==> config.mk <==
export PLATFORM = sky130hd
export DESIGN_NAME = eeprom_slave
export DESIGN_NICKNAME = d
export VERILOG_FILES = /design/src/eeprom_pkg.sv /design/src/cell_array.sv /design/src/eeprom_slave.sv /design/src/prog_fifo.sv
export SDC_FILE = /design/constraint.sdc
export NUM_CORES = 1
export LEC_CHECK = 0
export BUFFER_PORTS_ARGS = -buffer_cell sky130_fd_sc_hd__buf_2
export CORE_MARGIN = 1
export CORE_UTILIZATION = 35
export CTS_CLUSTER_SIZE = 40
export DETAILED_ROUTE_END_ITERATION = 10
export PLACE_DENSITY = 0.53
export RECOVER_POWER = 50
export SETUP_SLACK_MARGIN = 0.02
export SLEW_MARGIN = 20
export SYNTH_ARGS = -nofsm -noshare
export SYNTH_HDL_FRONTEND = slang
export SYNTH_HIERARCHICAL = 1
export SYNTH_SLANG_ARGS = --single-unit
==> constraint.sdc <==
create_clock -name clock_i -period 3.91 [get_ports clock_i]
set_input_delay 0.5865 -clock clock_i [delete_from_list [all_inputs] [get_ports clock_i]]
set_output_delay 0.5865 -clock clock_i [all_outputs]
set_load 0.01 [all_outputs]
==> src/eeprom_pkg.sv <==
// Shared constants and types of the two-wire serial memory slave
package eeprom_pkg;
  // ==========================================================
  // Timing
  localparam int unsigned CLOCK_HZ = 100_000_000;
  localparam int unsigned PROG_TIME_MS = 1;
  localparam int unsigned PROG_CYCLES = CLOCK_HZ / 1000 * PROG_TIME_MS;
  localparam int unsigned TIMER_W = 20;
  // ==========================================================
  // Sizes
  localparam int unsigned ADDR_W = 7;
  localparam int unsigned DATA_W = 8;
  localparam int unsigned FIFO_DEPTH = 8;
  localparam logic [1:0] PAGE_BYTES = 2'h2;
  // ==========================================================
  // Address byte layout and bit counter marks
  localparam logic [3:0] DEVICE_CODE = 4'h5; // Arbitrary value
  localparam int unsigned CODE_LSB = 4;
  localparam int unsigned CS_LSB = 1;
  localparam int unsigned RW_BIT = 0;
  localparam logic [3:0] BYTE_BITS = 4'h8;
  localparam logic [3:0] ACK_BIT = 4'h9;
  // ==========================================================
  // Reset values
  localparam logic [6:0] PTR_RESET = 7'h00;
  // ==========================================================
  // Types
  typedef enum logic [2:0] {ST_IDLE, ST_ADDR, ST_WORD, ST_DATA, ST_READ} slave_state_t;
  typedef struct packed {
    logic scl;
    logic sda;
  } bus_sample_t;
  typedef struct packed {
    logic [ADDR_W-1:0] addr;
    logic [DATA_W-1:0] data;
  } prog_entry_t;
endpackage

==> src/cell_array.sv <==
// Storage array with one write port and a registered read port
`timescale 1ns/100ps
`default_nettype none
module cell_array #(
  parameter int unsigned ADDR_W = 7,
  parameter int unsigned DATA_W = 8
) (
  input wire logic clock_i,
  input wire logic reset_n_i,
  input wire logic enable_i,
  input wire logic wr_en_i,
  input wire logic [ADDR_W-1:0] wr_addr_i,
  input wire logic [DATA_W-1:0] wr_data_i,
  input wire logic [ADDR_W-1:0] rd_addr_i,
  output logic [DATA_W-1:0] rd_data_o
);
  logic [DATA_W-1:0] cells_reg [2**ADDR_W];

  always_ff @(posedge clock_i) begin
    if (enable_i && wr_en_i) begin
      cells_reg[wr_addr_i] <= wr_data_i;
    end
  end

  always_ff @(posedge clock_i or negedge reset_n_i) begin
    if (!reset_n_i) begin
      rd_data_o <= '0;
    end else if (enable_i) begin
      rd_data_o <= cells_reg[rd_addr_i];
    end
  end
endmodule
`default_nettype wire

==> src/eeprom_slave.sv <==
// Two-wire serial memory slave: bus protocol, page buffer and program timing
// How it works
// - Eighth address bit low writes, high reads.
// - Acknowledge address only if matched and idle.
// - Write address acknowledged on ninth clock.
// - Word byte loads pointer, top bit ignored.
// - Acknowledge data, hold up to two bytes.
// - Third data byte abandons write, array untouched.
// - Stop after one byte programs that byte.
// - Stop starts N millisecond program cycle.
// - Read sends byte at pointer, then increments.
// - Master acknowledge continues, stop ends reads.
// - Pointer wraps inside the 128-byte block.
// - Select bits must equal strapped inputs.
// - Data line only pulled low or released.
// - Data changes only while clock low.
// - Start and stop are edges on high clock.
// - After master no-acknowledge, release data line.
`timescale 1ns/100ps
`default_nettype none
module eeprom_slave #(
  parameter int unsigned PROG_CYCLES = eeprom_pkg::PROG_CYCLES,
  parameter int unsigned FIFO_DEPTH = eeprom_pkg::FIFO_DEPTH
) (
  input wire logic clock_i,
  input wire logic reset_n_i,
  input wire logic enable_i,
  input wire logic scl_i,
  input wire logic sda_i,
  output logic sda_o,
  output logic sda_oe_o,
  input wire logic chip_select_bit0_i,
  input wire logic chip_select_bit1_i,
  input wire logic chip_select_bit2_i,
  output logic program_busy_o
);
  localparam int unsigned ENTRY_W = $bits(eeprom_pkg::prog_entry_t);
  localparam int unsigned TW = eeprom_pkg::TIMER_W;

  eeprom_pkg::bus_sample_t sync1_reg;
  eeprom_pkg::bus_sample_t sync2_reg;
  eeprom_pkg::bus_sample_t prev_reg;
  eeprom_pkg::slave_state_t state_reg;
  logic [3:0] bitcnt_reg;
  logic [7:0] shift_reg;
  logic [7:0] tx_reg;
  logic sda_oe_reg;
  logic sda_reg;
  logic master_ack_reg;
  logic [6:0] ptr_reg;
  eeprom_pkg::prog_entry_t page_reg [2];
  logic [1:0] data_count_reg;
  logic [1:0] push_left_reg;
  logic push_idx_reg;
  logic prog_active_reg;
  logic [TW-1:0] timer_reg;
  logic busy_reg;
  logic [7:0] rd_data;
  logic fifo_in_ready;
  logic fifo_out_valid;
  eeprom_pkg::prog_entry_t fifo_out;
  logic pop;

  // ==========================================================
  // Line sampling and bus events
  // The first stage feeds only the second; all decoding looks further down the chain
  always_ff @(posedge clock_i or negedge reset_n_i) begin
    if (!reset_n_i) begin
      sync1_reg <= '1;
      sync2_reg <= '1;
      prev_reg <= '1;
    end else if (enable_i) begin
      sync1_reg <= '{scl: scl_i, sda: sda_i};
      sync2_reg <= sync1_reg;
      prev_reg <= sync2_reg;
    end
  end

  logic scl_rise;
  logic scl_fall;
  logic start_det;
  logic stop_det;
  assign scl_rise = sync2_reg.scl & ~prev_reg.scl;
  assign scl_fall = ~sync2_reg.scl & prev_reg.scl;
  assign start_det = sync2_reg.scl & prev_reg.scl & prev_reg.sda & ~sync2_reg.sda;
  assign stop_det = sync2_reg.scl & prev_reg.scl & ~prev_reg.sda & sync2_reg.sda;

  // ==========================================================
  // Byte decode
  logic busy_w;
  logic addr_match;
  logic ack_start;
  logic ack_end;
  logic addr_ack;
  logic word_ack;
  logic data_ack;
  logic data_over;
  logic rd_load;
  logic tx_shift;
  logic rd_release;

  assign busy_w = prog_active_reg | fifo_out_valid | (push_left_reg != 2'h0);
  assign addr_match = (shift_reg[7:eeprom_pkg::CODE_LSB] == eeprom_pkg::DEVICE_CODE)
    && (shift_reg[eeprom_pkg::CS_LSB +: 3] ==
        {chip_select_bit2_i, chip_select_bit1_i, chip_select_bit0_i});
  assign ack_start = scl_fall && (bitcnt_reg == eeprom_pkg::BYTE_BITS)
    && (state_reg != eeprom_pkg::ST_READ);
  assign ack_end = scl_fall && (bitcnt_reg == eeprom_pkg::ACK_BIT);
  assign addr_ack = ack_start && (state_reg == eeprom_pkg::ST_ADDR) && addr_match && !busy_w;
  assign word_ack = ack_start && (state_reg == eeprom_pkg::ST_WORD);
  assign data_ack = ack_start && (state_reg == eeprom_pkg::ST_DATA)
    && (data_count_reg < eeprom_pkg::PAGE_BYTES);
  assign data_over = ack_start && (state_reg == eeprom_pkg::ST_DATA)
    && (data_count_reg >= eeprom_pkg::PAGE_BYTES);
  assign rd_load = ack_end && (((state_reg == eeprom_pkg::ST_ADDR) && sda_oe_reg
    && shift_reg[eeprom_pkg::RW_BIT]) || ((state_reg == eeprom_pkg::ST_READ) && master_ack_reg));
  assign tx_shift = scl_fall && (state_reg == eeprom_pkg::ST_READ)
    && (bitcnt_reg >= 4'h1) && (bitcnt_reg < eeprom_pkg::BYTE_BITS);
  assign rd_release = scl_fall && (state_reg == eeprom_pkg::ST_READ)
    && (bitcnt_reg == eeprom_pkg::BYTE_BITS);

  always_ff @(posedge clock_i or negedge reset_n_i) begin
    if (!reset_n_i) begin
      bitcnt_reg <= 4'h0;
      shift_reg <= 8'h00;
    end else if (enable_i) begin
      if (start_det || ack_end) begin
        bitcnt_reg <= 4'h0;
      end else if (scl_rise && bitcnt_reg < eeprom_pkg::ACK_BIT) begin
        bitcnt_reg <= bitcnt_reg + 4'h1;
      end
      if (scl_rise && bitcnt_reg < eeprom_pkg::BYTE_BITS) begin
        shift_reg <= {shift_reg[6:0], sync2_reg.sda};
      end
    end
  end

  // ==========================================================
  // Protocol state
  always_ff @(posedge clock_i or negedge reset_n_i) begin
    if (!reset_n_i) begin
      state_reg <= eeprom_pkg::ST_IDLE;
    end else if (enable_i) begin
      if (start_det) begin
        state_reg <= eeprom_pkg::ST_ADDR;
      end else if (stop_det) begin
        state_reg <= eeprom_pkg::ST_IDLE;
      end else if (ack_start && state_reg == eeprom_pkg::ST_ADDR && !addr_ack) begin
        state_reg <= eeprom_pkg::ST_IDLE;
      end else if (data_over) begin
        // Dropping to idle discards the page so the later stop commits nothing
        state_reg <= eeprom_pkg::ST_IDLE;
      end else if (ack_end) begin
        unique case (state_reg)
          eeprom_pkg::ST_IDLE: state_reg <= eeprom_pkg::ST_IDLE;
          eeprom_pkg::ST_ADDR: state_reg <= shift_reg[eeprom_pkg::RW_BIT] ?
            eeprom_pkg::ST_READ : eeprom_pkg::ST_WORD;
          eeprom_pkg::ST_WORD: state_reg <= eeprom_pkg::ST_DATA;
          eeprom_pkg::ST_DATA: state_reg <= eeprom_pkg::ST_DATA;
          eeprom_pkg::ST_READ: state_reg <= master_ack_reg ?
            eeprom_pkg::ST_READ : eeprom_pkg::ST_IDLE;
        endcase
      end
    end
  end

  always_ff @(posedge clock_i or negedge reset_n_i) begin
    if (!reset_n_i) begin
      master_ack_reg <= 1'b0;
    end else if (enable_i) begin
      if (scl_rise && bitcnt_reg == eeprom_pkg::BYTE_BITS && state_reg == eeprom_pkg::ST_READ) begin
        master_ack_reg <= ~sync2_reg.sda;
      end
    end
  end

  // ==========================================================
  // Data line drive
  // Changes follow the falling clock edge after synchronisation, giving the output hold
  always_ff @(posedge clock_i or negedge reset_n_i) begin
    if (!reset_n_i) begin
      sda_oe_reg <= 1'b0;
      sda_reg <= 1'b0;
      tx_reg <= 8'h00;
    end else if (enable_i) begin
      sda_reg <= 1'b0;
      if (start_det || stop_det) begin
        sda_oe_reg <= 1'b0;
      end else if (rd_load) begin
        sda_oe_reg <= ~rd_data[7];
        tx_reg <= {rd_data[6:0], 1'b0};
      end else if (tx_shift) begin
        sda_oe_reg <= ~tx_reg[7];
        tx_reg <= {tx_reg[6:0], 1'b0};
      end else if (ack_start) begin
        sda_oe_reg <= addr_ack | word_ack | data_ack;
      end else if (ack_end || rd_release) begin
        sda_oe_reg <= 1'b0;
      end
    end
  end

  // ==========================================================
  // Address pointer and page buffer
  always_ff @(posedge clock_i or negedge reset_n_i) begin
    if (!reset_n_i) begin
      ptr_reg <= eeprom_pkg::PTR_RESET;
    end else if (enable_i) begin
      if (word_ack) begin
        ptr_reg <= shift_reg[6:0];
      end else if (data_ack || rd_load) begin
        ptr_reg <= ptr_reg + 7'h01;
      end
    end
  end

  always_ff @(posedge clock_i or negedge reset_n_i) begin
    if (!reset_n_i) begin
      page_reg[0] <= '0;
      page_reg[1] <= '0;
      data_count_reg <= 2'h0;
    end else if (enable_i) begin
      if (word_ack) begin
        data_count_reg <= 2'h0;
      end else if (data_ack) begin
        page_reg[data_count_reg[0]] <= '{addr: ptr_reg, data: shift_reg};
        data_count_reg <= data_count_reg + 2'h1;
      end
    end
  end

  // Only a stop reached in the data phase commits, so a restart for a random read costs nothing
  always_ff @(posedge clock_i or negedge reset_n_i) begin
    if (!reset_n_i) begin
      push_left_reg <= 2'h0;
      push_idx_reg <= 1'b0;
    end else if (enable_i) begin
      if (stop_det && state_reg == eeprom_pkg::ST_DATA && push_left_reg == 2'h0) begin
        push_left_reg <= data_count_reg;
        push_idx_reg <= 1'b0;
      end else if (push_left_reg != 2'h0 && fifo_in_ready) begin
        push_left_reg <= push_left_reg - 2'h1;
        push_idx_reg <= ~push_idx_reg;
      end
    end
  end

  prog_fifo #(
    .WIDTH(ENTRY_W),
    .DEPTH(FIFO_DEPTH)
  ) fifo_u (
    .clock_i(clock_i),
    .reset_n_i(reset_n_i),
    .enable_i(enable_i),
    .in_valid_i(push_left_reg != 2'h0),
    .in_ready_o(fifo_in_ready),
    .in_data_i(page_reg[push_idx_reg]),
    .out_valid_o(fifo_out_valid),
    .out_ready_i(!prog_active_reg),
    .out_data_o(fifo_out)
  );

  // ==========================================================
  // Program engine: one byte per timed slot
  assign pop = fifo_out_valid && !prog_active_reg;

  always_ff @(posedge clock_i or negedge reset_n_i) begin
    if (!reset_n_i) begin
      prog_active_reg <= 1'b0;
      timer_reg <= '0;
      busy_reg <= 1'b0;
    end else if (enable_i) begin
      busy_reg <= busy_w;
      if (pop) begin
        prog_active_reg <= 1'b1;
        timer_reg <= TW'(PROG_CYCLES - 1);
      end else if (prog_active_reg) begin
        if (timer_reg == '0) begin
          prog_active_reg <= 1'b0;
        end else begin
          timer_reg <= timer_reg - 1'b1;
        end
      end
    end
  end

  cell_array #(
    .ADDR_W(eeprom_pkg::ADDR_W),
    .DATA_W(eeprom_pkg::DATA_W)
  ) array_u (
    .clock_i(clock_i),
    .reset_n_i(reset_n_i),
    .enable_i(enable_i),
    .wr_en_i(pop),
    .wr_addr_i(fifo_out.addr),
    .wr_data_i(fifo_out.data),
    .rd_addr_i(ptr_reg),
    .rd_data_o(rd_data)
  );

  assign sda_o = sda_reg;
  assign sda_oe_o = sda_oe_reg;
  assign program_busy_o = busy_reg;

  // ==========================================================
  // Checks
  logic [TW:0] prog_len_reg;
  always_ff @(posedge clock_i or negedge reset_n_i) begin
    if (!reset_n_i) begin
      prog_len_reg <= '0;
    end else if (enable_i) begin
      if (pop) begin
        prog_len_reg <= '0;
      end else if (prog_active_reg) begin
        prog_len_reg <= prog_len_reg + 1'b1;
      end
    end
  end
endmodule
`default_nettype wire

==> src/prog_fifo.sv <==
// Small FIFO carrying committed bytes to the program engine
`timescale 1ns/100ps
`default_nettype none
module prog_fifo #(
  parameter int unsigned WIDTH = 15,
  parameter int unsigned DEPTH = 8
) (
  input wire logic clock_i,
  input wire logic reset_n_i,
  input wire logic enable_i,
  input wire logic in_valid_i,
  output logic in_ready_o,
  input wire logic [WIDTH-1:0] in_data_i,
  output logic out_valid_o,
  input wire logic out_ready_i,
  output logic [WIDTH-1:0] out_data_o
);
  localparam int unsigned PTR_W = $clog2(DEPTH);
  logic [WIDTH-1:0] store_reg [DEPTH];
  logic [PTR_W-1:0] wr_ptr_reg;
  logic [PTR_W-1:0] rd_ptr_reg;
  logic [PTR_W:0] count_reg;
  logic push;
  logic pop;

  assign in_ready_o = count_reg != (PTR_W+1)'(DEPTH);
  assign out_valid_o = count_reg != '0;
  assign out_data_o = store_reg[rd_ptr_reg];
  assign push = in_valid_i & in_ready_o;
  assign pop = out_valid_o & out_ready_i;

  always_ff @(posedge clock_i) begin
    if (enable_i && push) begin
      store_reg[wr_ptr_reg] <= in_data_i;
    end
  end

  always_ff @(posedge clock_i or negedge reset_n_i) begin
    if (!reset_n_i) begin
      wr_ptr_reg <= '0;
      rd_ptr_reg <= '0;
      count_reg <= '0;
    end else if (enable_i) begin
      if (push) begin
        wr_ptr_reg <= (wr_ptr_reg == PTR_W'(DEPTH - 1)) ? '0 : wr_ptr_reg + 1'b1;
      end
      if (pop) begin
        rd_ptr_reg <= (rd_ptr_reg == PTR_W'(DEPTH - 1)) ? '0 : rd_ptr_reg + 1'b1;
      end
      if (push && !pop) begin
        count_reg <= count_reg + 1'b1;
      end else if (pop && !push) begin
        count_reg <= count_reg - 1'b1;
      end
    end
  end
endmodule
`default_nettype wire
==> reports/summary.txt, run 1 <==
ANT cells: 0
Post-synth EDFFs: 1,144
TritonCTS clock tree: done
P_leak: 18.60 nW
DR iter-0 viols: 2,525
sequential group share of total power: 49.0%
cells after synthesis: 2,755
Async S/R FF share, synth: 8.917%
Final Instance Count excl. Fillers: 4,975
Initial Util: 35.32%
unrepaired setup endpoints after global routing: no
CP peak stage delay: 0.91 ns
worst skew pair latency: 0.76 ns
Reg2Reg Depth: 7
CTS H-tree depth: 4
Area Growth Syn to Fin: 14.93%
core region area: 143,800 um2
critical path, cell by cell: buf_4 -> mux2_2 -> a221oi_1 -> a2bb2oi_1 -> o32ai_1 -> a21o_1 -> a41oi_1
sink of the worst hold path: sync1_reg[0]
Avg Inst Size Synth: 18.44 um2
row cnt: 139
share of cells above drive strength 1: 22.66%
worst-margin pin slew: 1.977 ns
Max-Cap Viols: 5
Ports: 11
sw frac: 28.33%
drt via density: 5.403
Hold Crit Class: input port to flip-flop
post-synth cell types: 89
FF+latch count, synth: 1,256
outcome: finished with violations
CTS root buf: clkbuf_16
initial antenna violation count: 2
CP max-delay cell: dfrtp_4
gr ovfl total: 0
startpoint types: flip-flop
DIE WIDTH: 383.0 um
top cell type's share of synthesized area: 67.61%
via count: 26,880
hold buffers post-CTS: 1
die area: 146,700 um2
setup slack, reg-to-reg: 0.22 ns
critical path endpoint category: flip-flop
largest net degree at the start of global routing: 85
yosys warns: 6
gr usage total: 17.51%
Netlist Area Pre-Place: 50,810 um2
min-delay src: sda_i
global-route wire length before repair: 188,800 um
RR Endpoint: array_u/rd_data_o[2]
TritonCTS Buffers: 136
Post-Route WL: 127,700 um
Reg clk slew, reported paths: 0.06 ns
Comb power frac: 17.2%
failing checks: max-capacitance violations, max-slew violations
HPWL Detailed: 82,620 um
layout net count: 2,989
worst path required time: 4.48 ns
final core utilization: 40.60%
RePlAce Congestion: 0.8302
Max Slew Vio Count: 369
Post-CTS Setup Repair Bufs: 0
ANT nets after route: 0
Max IR drop VDD: 0.6362 mV
CP max FO: 29
ys flop type: edfxtp_1
I/O Buffers: 9
Pre-Repair DR Iteration Count: 5
Final TNS setup: 0 ns
vias in the first global route: 27,820
Residual DRC: 0
critical path class: flip-flop to flip-flop
Area contributors post-synth: edfxtp_1 68%, mux4_2 8.2%, dfrtp_1 5.2%
Largest register FFs: 1,024
Die Ht: 383.0 um
CTS max path bufs: 3
Post-Place Cells: 4,730
RR Startpoint: ptr_reg[0]
period utilization: 94.27%
Power Internal: 26.92 mW
syn_nets: 2,778
worst path arrival time: 4.25 ns
clock sink count: 1,256
Sw Pwr: 10.64 mW
Fillers: 12,720
commonest cells after routing, fill and taps aside: 1,144 x edfxtp_1, 200 x nor2_1, 191 x buf_4, 186 x mux4_2, 144 x mux2i_1
cts repair resizes: 0
worst rel slew slack: -31.81%
Avg WL per Cell: 25.68 um
min Tclk post-route: 3.686 ns
Clk pwr share: 33.8%
register area share after synthesis: 73.15%
clock skew: 0.02759 ns
worst hold path cell count: 2
post-synth top area cell: edfxtp_1
final hold viol count: 0
commonest non-fill, non-tap cell in the layout: edfxtp_1
Peak Freq: 271.3 MHz
PwrDens: 643.1 nW/um2
Final setup violation count: 0
==> worst max path at each step <==
stage                    startpoint                         to  slack, ns  cells past startpoint
6_report                 ptr_reg[0]       array_u/rd_data_o[2]       0.22                      7
5_1_grt        fifo_u/rd_ptr_reg[0]  array_u/cells_reg[114][7]       0.08                      4
4_1_cts                  ptr_reg[0]       array_u/rd_data_o[7]       0.29                      8
2_1_floorplan  fifo_u/rd_ptr_reg[0]  array_u/cells_reg[105][0]       0.68                     10
3_5_place_dp             ptr_reg[0]       array_u/rd_data_o[2]       0.32                      7
3_3_place_gp             ptr_reg[0]       array_u/rd_data_o[7]       0.35                      8
==> critical path, delay by kind of cell, from the launching register on <==
family                 cells  cell delay [ns]
buffers and inverters      1             0.32
DFF                        1             0.91
muxes                      1             0.36
AOI/OAI and AO/OA          5             1.82
==> power by group through the flow <==
stage          registers [mW]  clock network (mW)  logic [mW]
2_1_floorplan            18.5                   0        3.53
3_3_place_gp             18.6                   0        6.48
3_5_place_dp             18.6                   0        6.74
4_1_cts                  18.4                12.9        6.74
5_1_grt                  18.5                13.4        7.01
6_report                 18.4                12.7        6.45
==> metrics by stage <==
step | hold slack [ns] | setup slack (ns) | cell area (um2) | power, mW
CTS | 0.02040 | 0.2901 | 58600 | 38.02
global route | 0.04693 | 0.08246 | 58390 | 38.92
finish | 0.07666 | 0.2242 | 58390 | 37.55
detailed placement | 0.4837 | 0.3200 | 54200 | 25.37
global placement | 0.4641 | 0.3499 | 54200 | 25.07
floorplan | 0.2909 | 0.6752 | 50810 | 21.99
==> layer usage <==
metal / up-vias / wire (um) / track usage, %
met5: - / 0 / 0
met4: 0 / 2958 / 4.985
met3: 202 / 7488 / 3.175
met2: 841 / 62570 / 29.01
met1: 14160 / 54720 / 23.55
li1: 11670 / - / -
==> synthesized netlist by cell type (all sizes together), types with 11 or more instances <==
cell type / instances
clkbuf: 70
o221ai: 24
a21oi: 56
edfxtp: 1144
mux4: 210
a31oi: 17
nor4: 13
dfrtp: 106
ha: 14
a211oi: 22
nor2b: 16
a221oi: 13
a2bb2oi: 14
nand2b: 18
o21ai: 53
nand2: 60
mux2: 106
nand3b: 11
o22ai: 91
nor2: 200
buf: 88
nor3b: 15
nand4: 12
nand3: 34
inv: 28
mux2i: 144
nor3: 32
==> cell families (layout without fill, tap and decap cells) <==
kind of cell | count (synthesis) | count (layout) | share of synthesized area [%]
adders and majority gates | 15 | 15 | 0.3842
other | 1 | 1 | 0.007381
and+or+nand+nor | 459 | 459 | 4.539
buffers and inverters | 186 | 503 | 2.101
DFF | 1256 | 1256 | 73.15
xor gates and xnor gates | 11 | 11 | 0.1896
muxes | 460 | 460 | 14.73
AOI/OAI and AO/OA | 367 | 367 | 4.903
==> area by class of cell <==
type	instances	area [um2]	area share, %
inverters	28	105.1	0.1800
flip-flops and latches	1256	37180	63.67
clock inverters	71	719.4	1.232
well taps	1903	2381	4.078
repair buffers	231	1818	3.113
multi-input cells	1313	12530	21.45
clock buffers	173	3667	6.280
No activity file was read; power rests on OpenSTA's default activity.
==> run 2, diff against run 1 <==
--- a/config.mk
+++ b/config.mk
@@ -7,10 +7,11 @@
 export LEC_CHECK = 0
 export BUFFER_PORTS_ARGS = -buffer_cell sky130_fd_sc_hd__buf_2
 export CORE_MARGIN = 1
-export CORE_UTILIZATION = 35
+export CORE_UTILIZATION = 45
 export CTS_CLUSTER_SIZE = 40
 export DETAILED_ROUTE_END_ITERATION = 10
-export PLACE_DENSITY = 0.53
+export MAX_ROUTING_LAYER = met4
+export PLACE_DENSITY = 0.64
 export RECOVER_POWER = 50
 export SETUP_SLACK_MARGIN = 0.02
 export SLEW_MARGIN = 20
==> run 2 against run 1 <==
  * The flow still finishes with violations (max-capacitance violations, max-slew violations)
  * Wire length decreased by 3.1%
  * Via count increased by 0.57%
  * First-iteration DRC count increased by 26%
==> reports/summary.txt, run 2 (synthesized netlist as in run 1, its figures left out) <==
worst path required time: 4.15 ns
Reg2Reg Depth: 4
share of cells above drive strength 1: 22.22%
HPWL Detailed: 80,010 um
Peak Freq: 271.6 MHz
RePlAce Congestion: 0.9350
CTS H-tree depth: 3
unrepaired setup endpoints after global routing: no
Initial Util: 45.66%
Pre-Repair DR Iteration Count: 6
vias in the first global route: 27,310
CTS max path bufs: 3
ANT nets after route: 0
critical path class: flip-flop to flip-flop
setup ws final: 0.2281 ns
die area: 114,300 um2
initial antenna violation count: 3
Largest register FFs: 1,024
outcome: finished with violations
commonest non-fill, non-tap cell in the layout: edfxtp_1
clock sink count: 1,256
dpl ws: 0.2113 ns
worst hold path cell count: 2
global-route wire length before repair: 182,900 um
DR iter-0 viols: 3,169
RR Endpoint: array_u/cells_reg[20][5]
via count: 27,040
Multi-input gate area: 12,520 um2
commonest cells after routing, fill and taps aside: 1,144 x edfxtp_1, 199 x nor2_1, 186 x mux4_2, 171 x buf_4, 144 x mux2i_1
gr usage total: 22.61%
Post-CTS Setup Repair Bufs: 0
Final TNS setup: 0 ns
Final setup violation count: 0
period utilization: 94.17%
Fillers: 8,782
core region area: 111,300 um2
clock skew: 0.02611 ns
PwrDens: 635.4 nW/um2
CTS root buf: clkbuf_16
gr ovfl total: 0
CP bufs+invs: 2
critical path's top delay family: multiplexers
RR Startpoint: fifo_u/rd_ptr_reg[0]
Ports: 11
Post-Route WL: 123,800 um
Area Growth Syn to Fin: 12.90%
met2 wire length: 59,880 um
DIE WIDTH: 338.0 um
layout net count: 2,957
critical path endpoint category: flip-flop
sink of the worst hold path: sync1_reg[0]
I/O Buffers: 9
final core utilization: 51.55%
min Tclk post-route: 3.682 ns
TritonCTS Buffers: 120
TritonCTS clock tree: done
row cnt: 122
DR WL met3: 9125 um
Die Ht: 338.0 um
largest net degree at the start of global routing: 129
uppermost layer routed: met4
Max IR drop VDD: 1.287 mV
final hold viol count: 0
drt via density: 5.969
failing checks: max-capacitance violations, max-slew violations
min-delay src: sda_i
Max-Cap Viols: 7
Residual DRC: 0
CP max-delay cell: mux2_1
Avg WL per Cell: 27.33 um
worst-margin pin slew: 1.984 ns
Hold Crit Class: input port to flip-flop
P_leak: 18.30 nW
M1 WL: 51,030 um
worst path arrival time: 3.92 ns
critical path, cell by cell: buf_4 -> mux4_1 -> mux2_1 -> clkbuf_4
cts repair resizes: 0
CP max FO: 68
CP peak stage delay: 0.77 ns
setup slack, reg-to-reg: 0.23 ns
Reg clk slew, reported paths: 0.06 ns
hold buffers post-CTS: 0
worst rel slew slack: -32.23%
worst skew pair latency: 0.72 ns
startpoint types: flip-flop
FF+latch area: 37,180 um2
Max Slew Vio Count: 515
-- run 2: changes by cell type in the layout (fill, tap and decap cells not counted), moves of 4 or more --
| cell | previous run | this run |
|---|---|---|
| clkinv_4 | 1 | 5 |
| clkinvlp_4 | 3 | 11 |
| clkbuf_1 | 46 | 35 |
| clkinv_1 | 26 | 22 |
| clkbuf_16 | 140 | 123 |
| buf_4 | 191 | 171 |
-- run 2: cell type report --
cell class | count | share of cell area [%]
flip-flops and latches | 1256 | 64.81
multi-input cells | 1313 | 21.82
clock buffers | 147 | 5.593
well taps | 1488 | 3.246
repair buffers | 215 | 3.010
clock inverters | 79 | 1.324
inverters | 28 | 0.1832
diodes | 3 | 0.01309
-- run 2: how the worst max path moves through the flow --
| stage | end | cells after the start | startpoint | slack, ns |
|---|---|---|---|---|
| final | array_u/cells_reg[20][5] | 4 | fifo_u/rd_ptr_reg[0] | 0.23 |
| after global routing | array_u/cells_reg[110][5] | 4 | fifo_u/rd_ptr_reg[0] | 0.02 |
| after CTS | array_u/cells_reg[1][2] | 6 | fifo_u/rd_ptr_reg[0] | 0.18 |
| after detailed placement | array_u/cells_reg[1][5] | 6 | fifo_u/rd_ptr_reg[0] | 0.21 |
| after global placement | array_u/cells_reg[1][3] | 6 | fifo_u/rd_ptr_reg[0] | 0.28 |
| after floorplan | array_u/cells_reg[105][0] | 10 | fifo_u/rd_ptr_reg[0] | 0.68 |
-- run 2: per-stage QoR --
| step | hold slack, ns | area [um2] | power (mW) | std cells |
|---|---|---|---|---|
| after floorplan | 0.2909 | 50810 | 21.99 | 2755 |
| after global placement | 0.4680 | 53620 | 25.02 | 4300 |
| after detailed placement | 0.4930 | 53620 | 25.33 | 4300 |
| after CTS | 0.04689 | 57590 | 36.76 | 4526 |
| after global routing | 0.09393 | 57360 | 37.56 | 4529 |
| final | 0.1302 | 57360 | 36.45 | 4529 |
-- run 2: per-layer routing --
metal / global-route usage (%) / vias up
met2: 35.45 / 1128
met5: - / -
met3: 3.592 / 227
li1: - / 11590
met1: 30.62 / 14090
met4: 6.749 / 0
-- run 2: worst reg2reg max path: stages (launching register included) --
cell,delay (ns)
dfrtp_1,0.66
buf_4,0.41
mux4_1,0.59
mux2_1,0.77
clkbuf_4,0.73
-- run 2: report_power, final --
group | switching [mW] | internal (mW) | leakage [nW]
Combinational | 4.94 | 1.44 | 4.60
Clock | 5.04 | 6.57 | 1.92
Sequential | 0.477 | 18.0 | 11.8
Total | 10.5 | 26.0 | 18.3
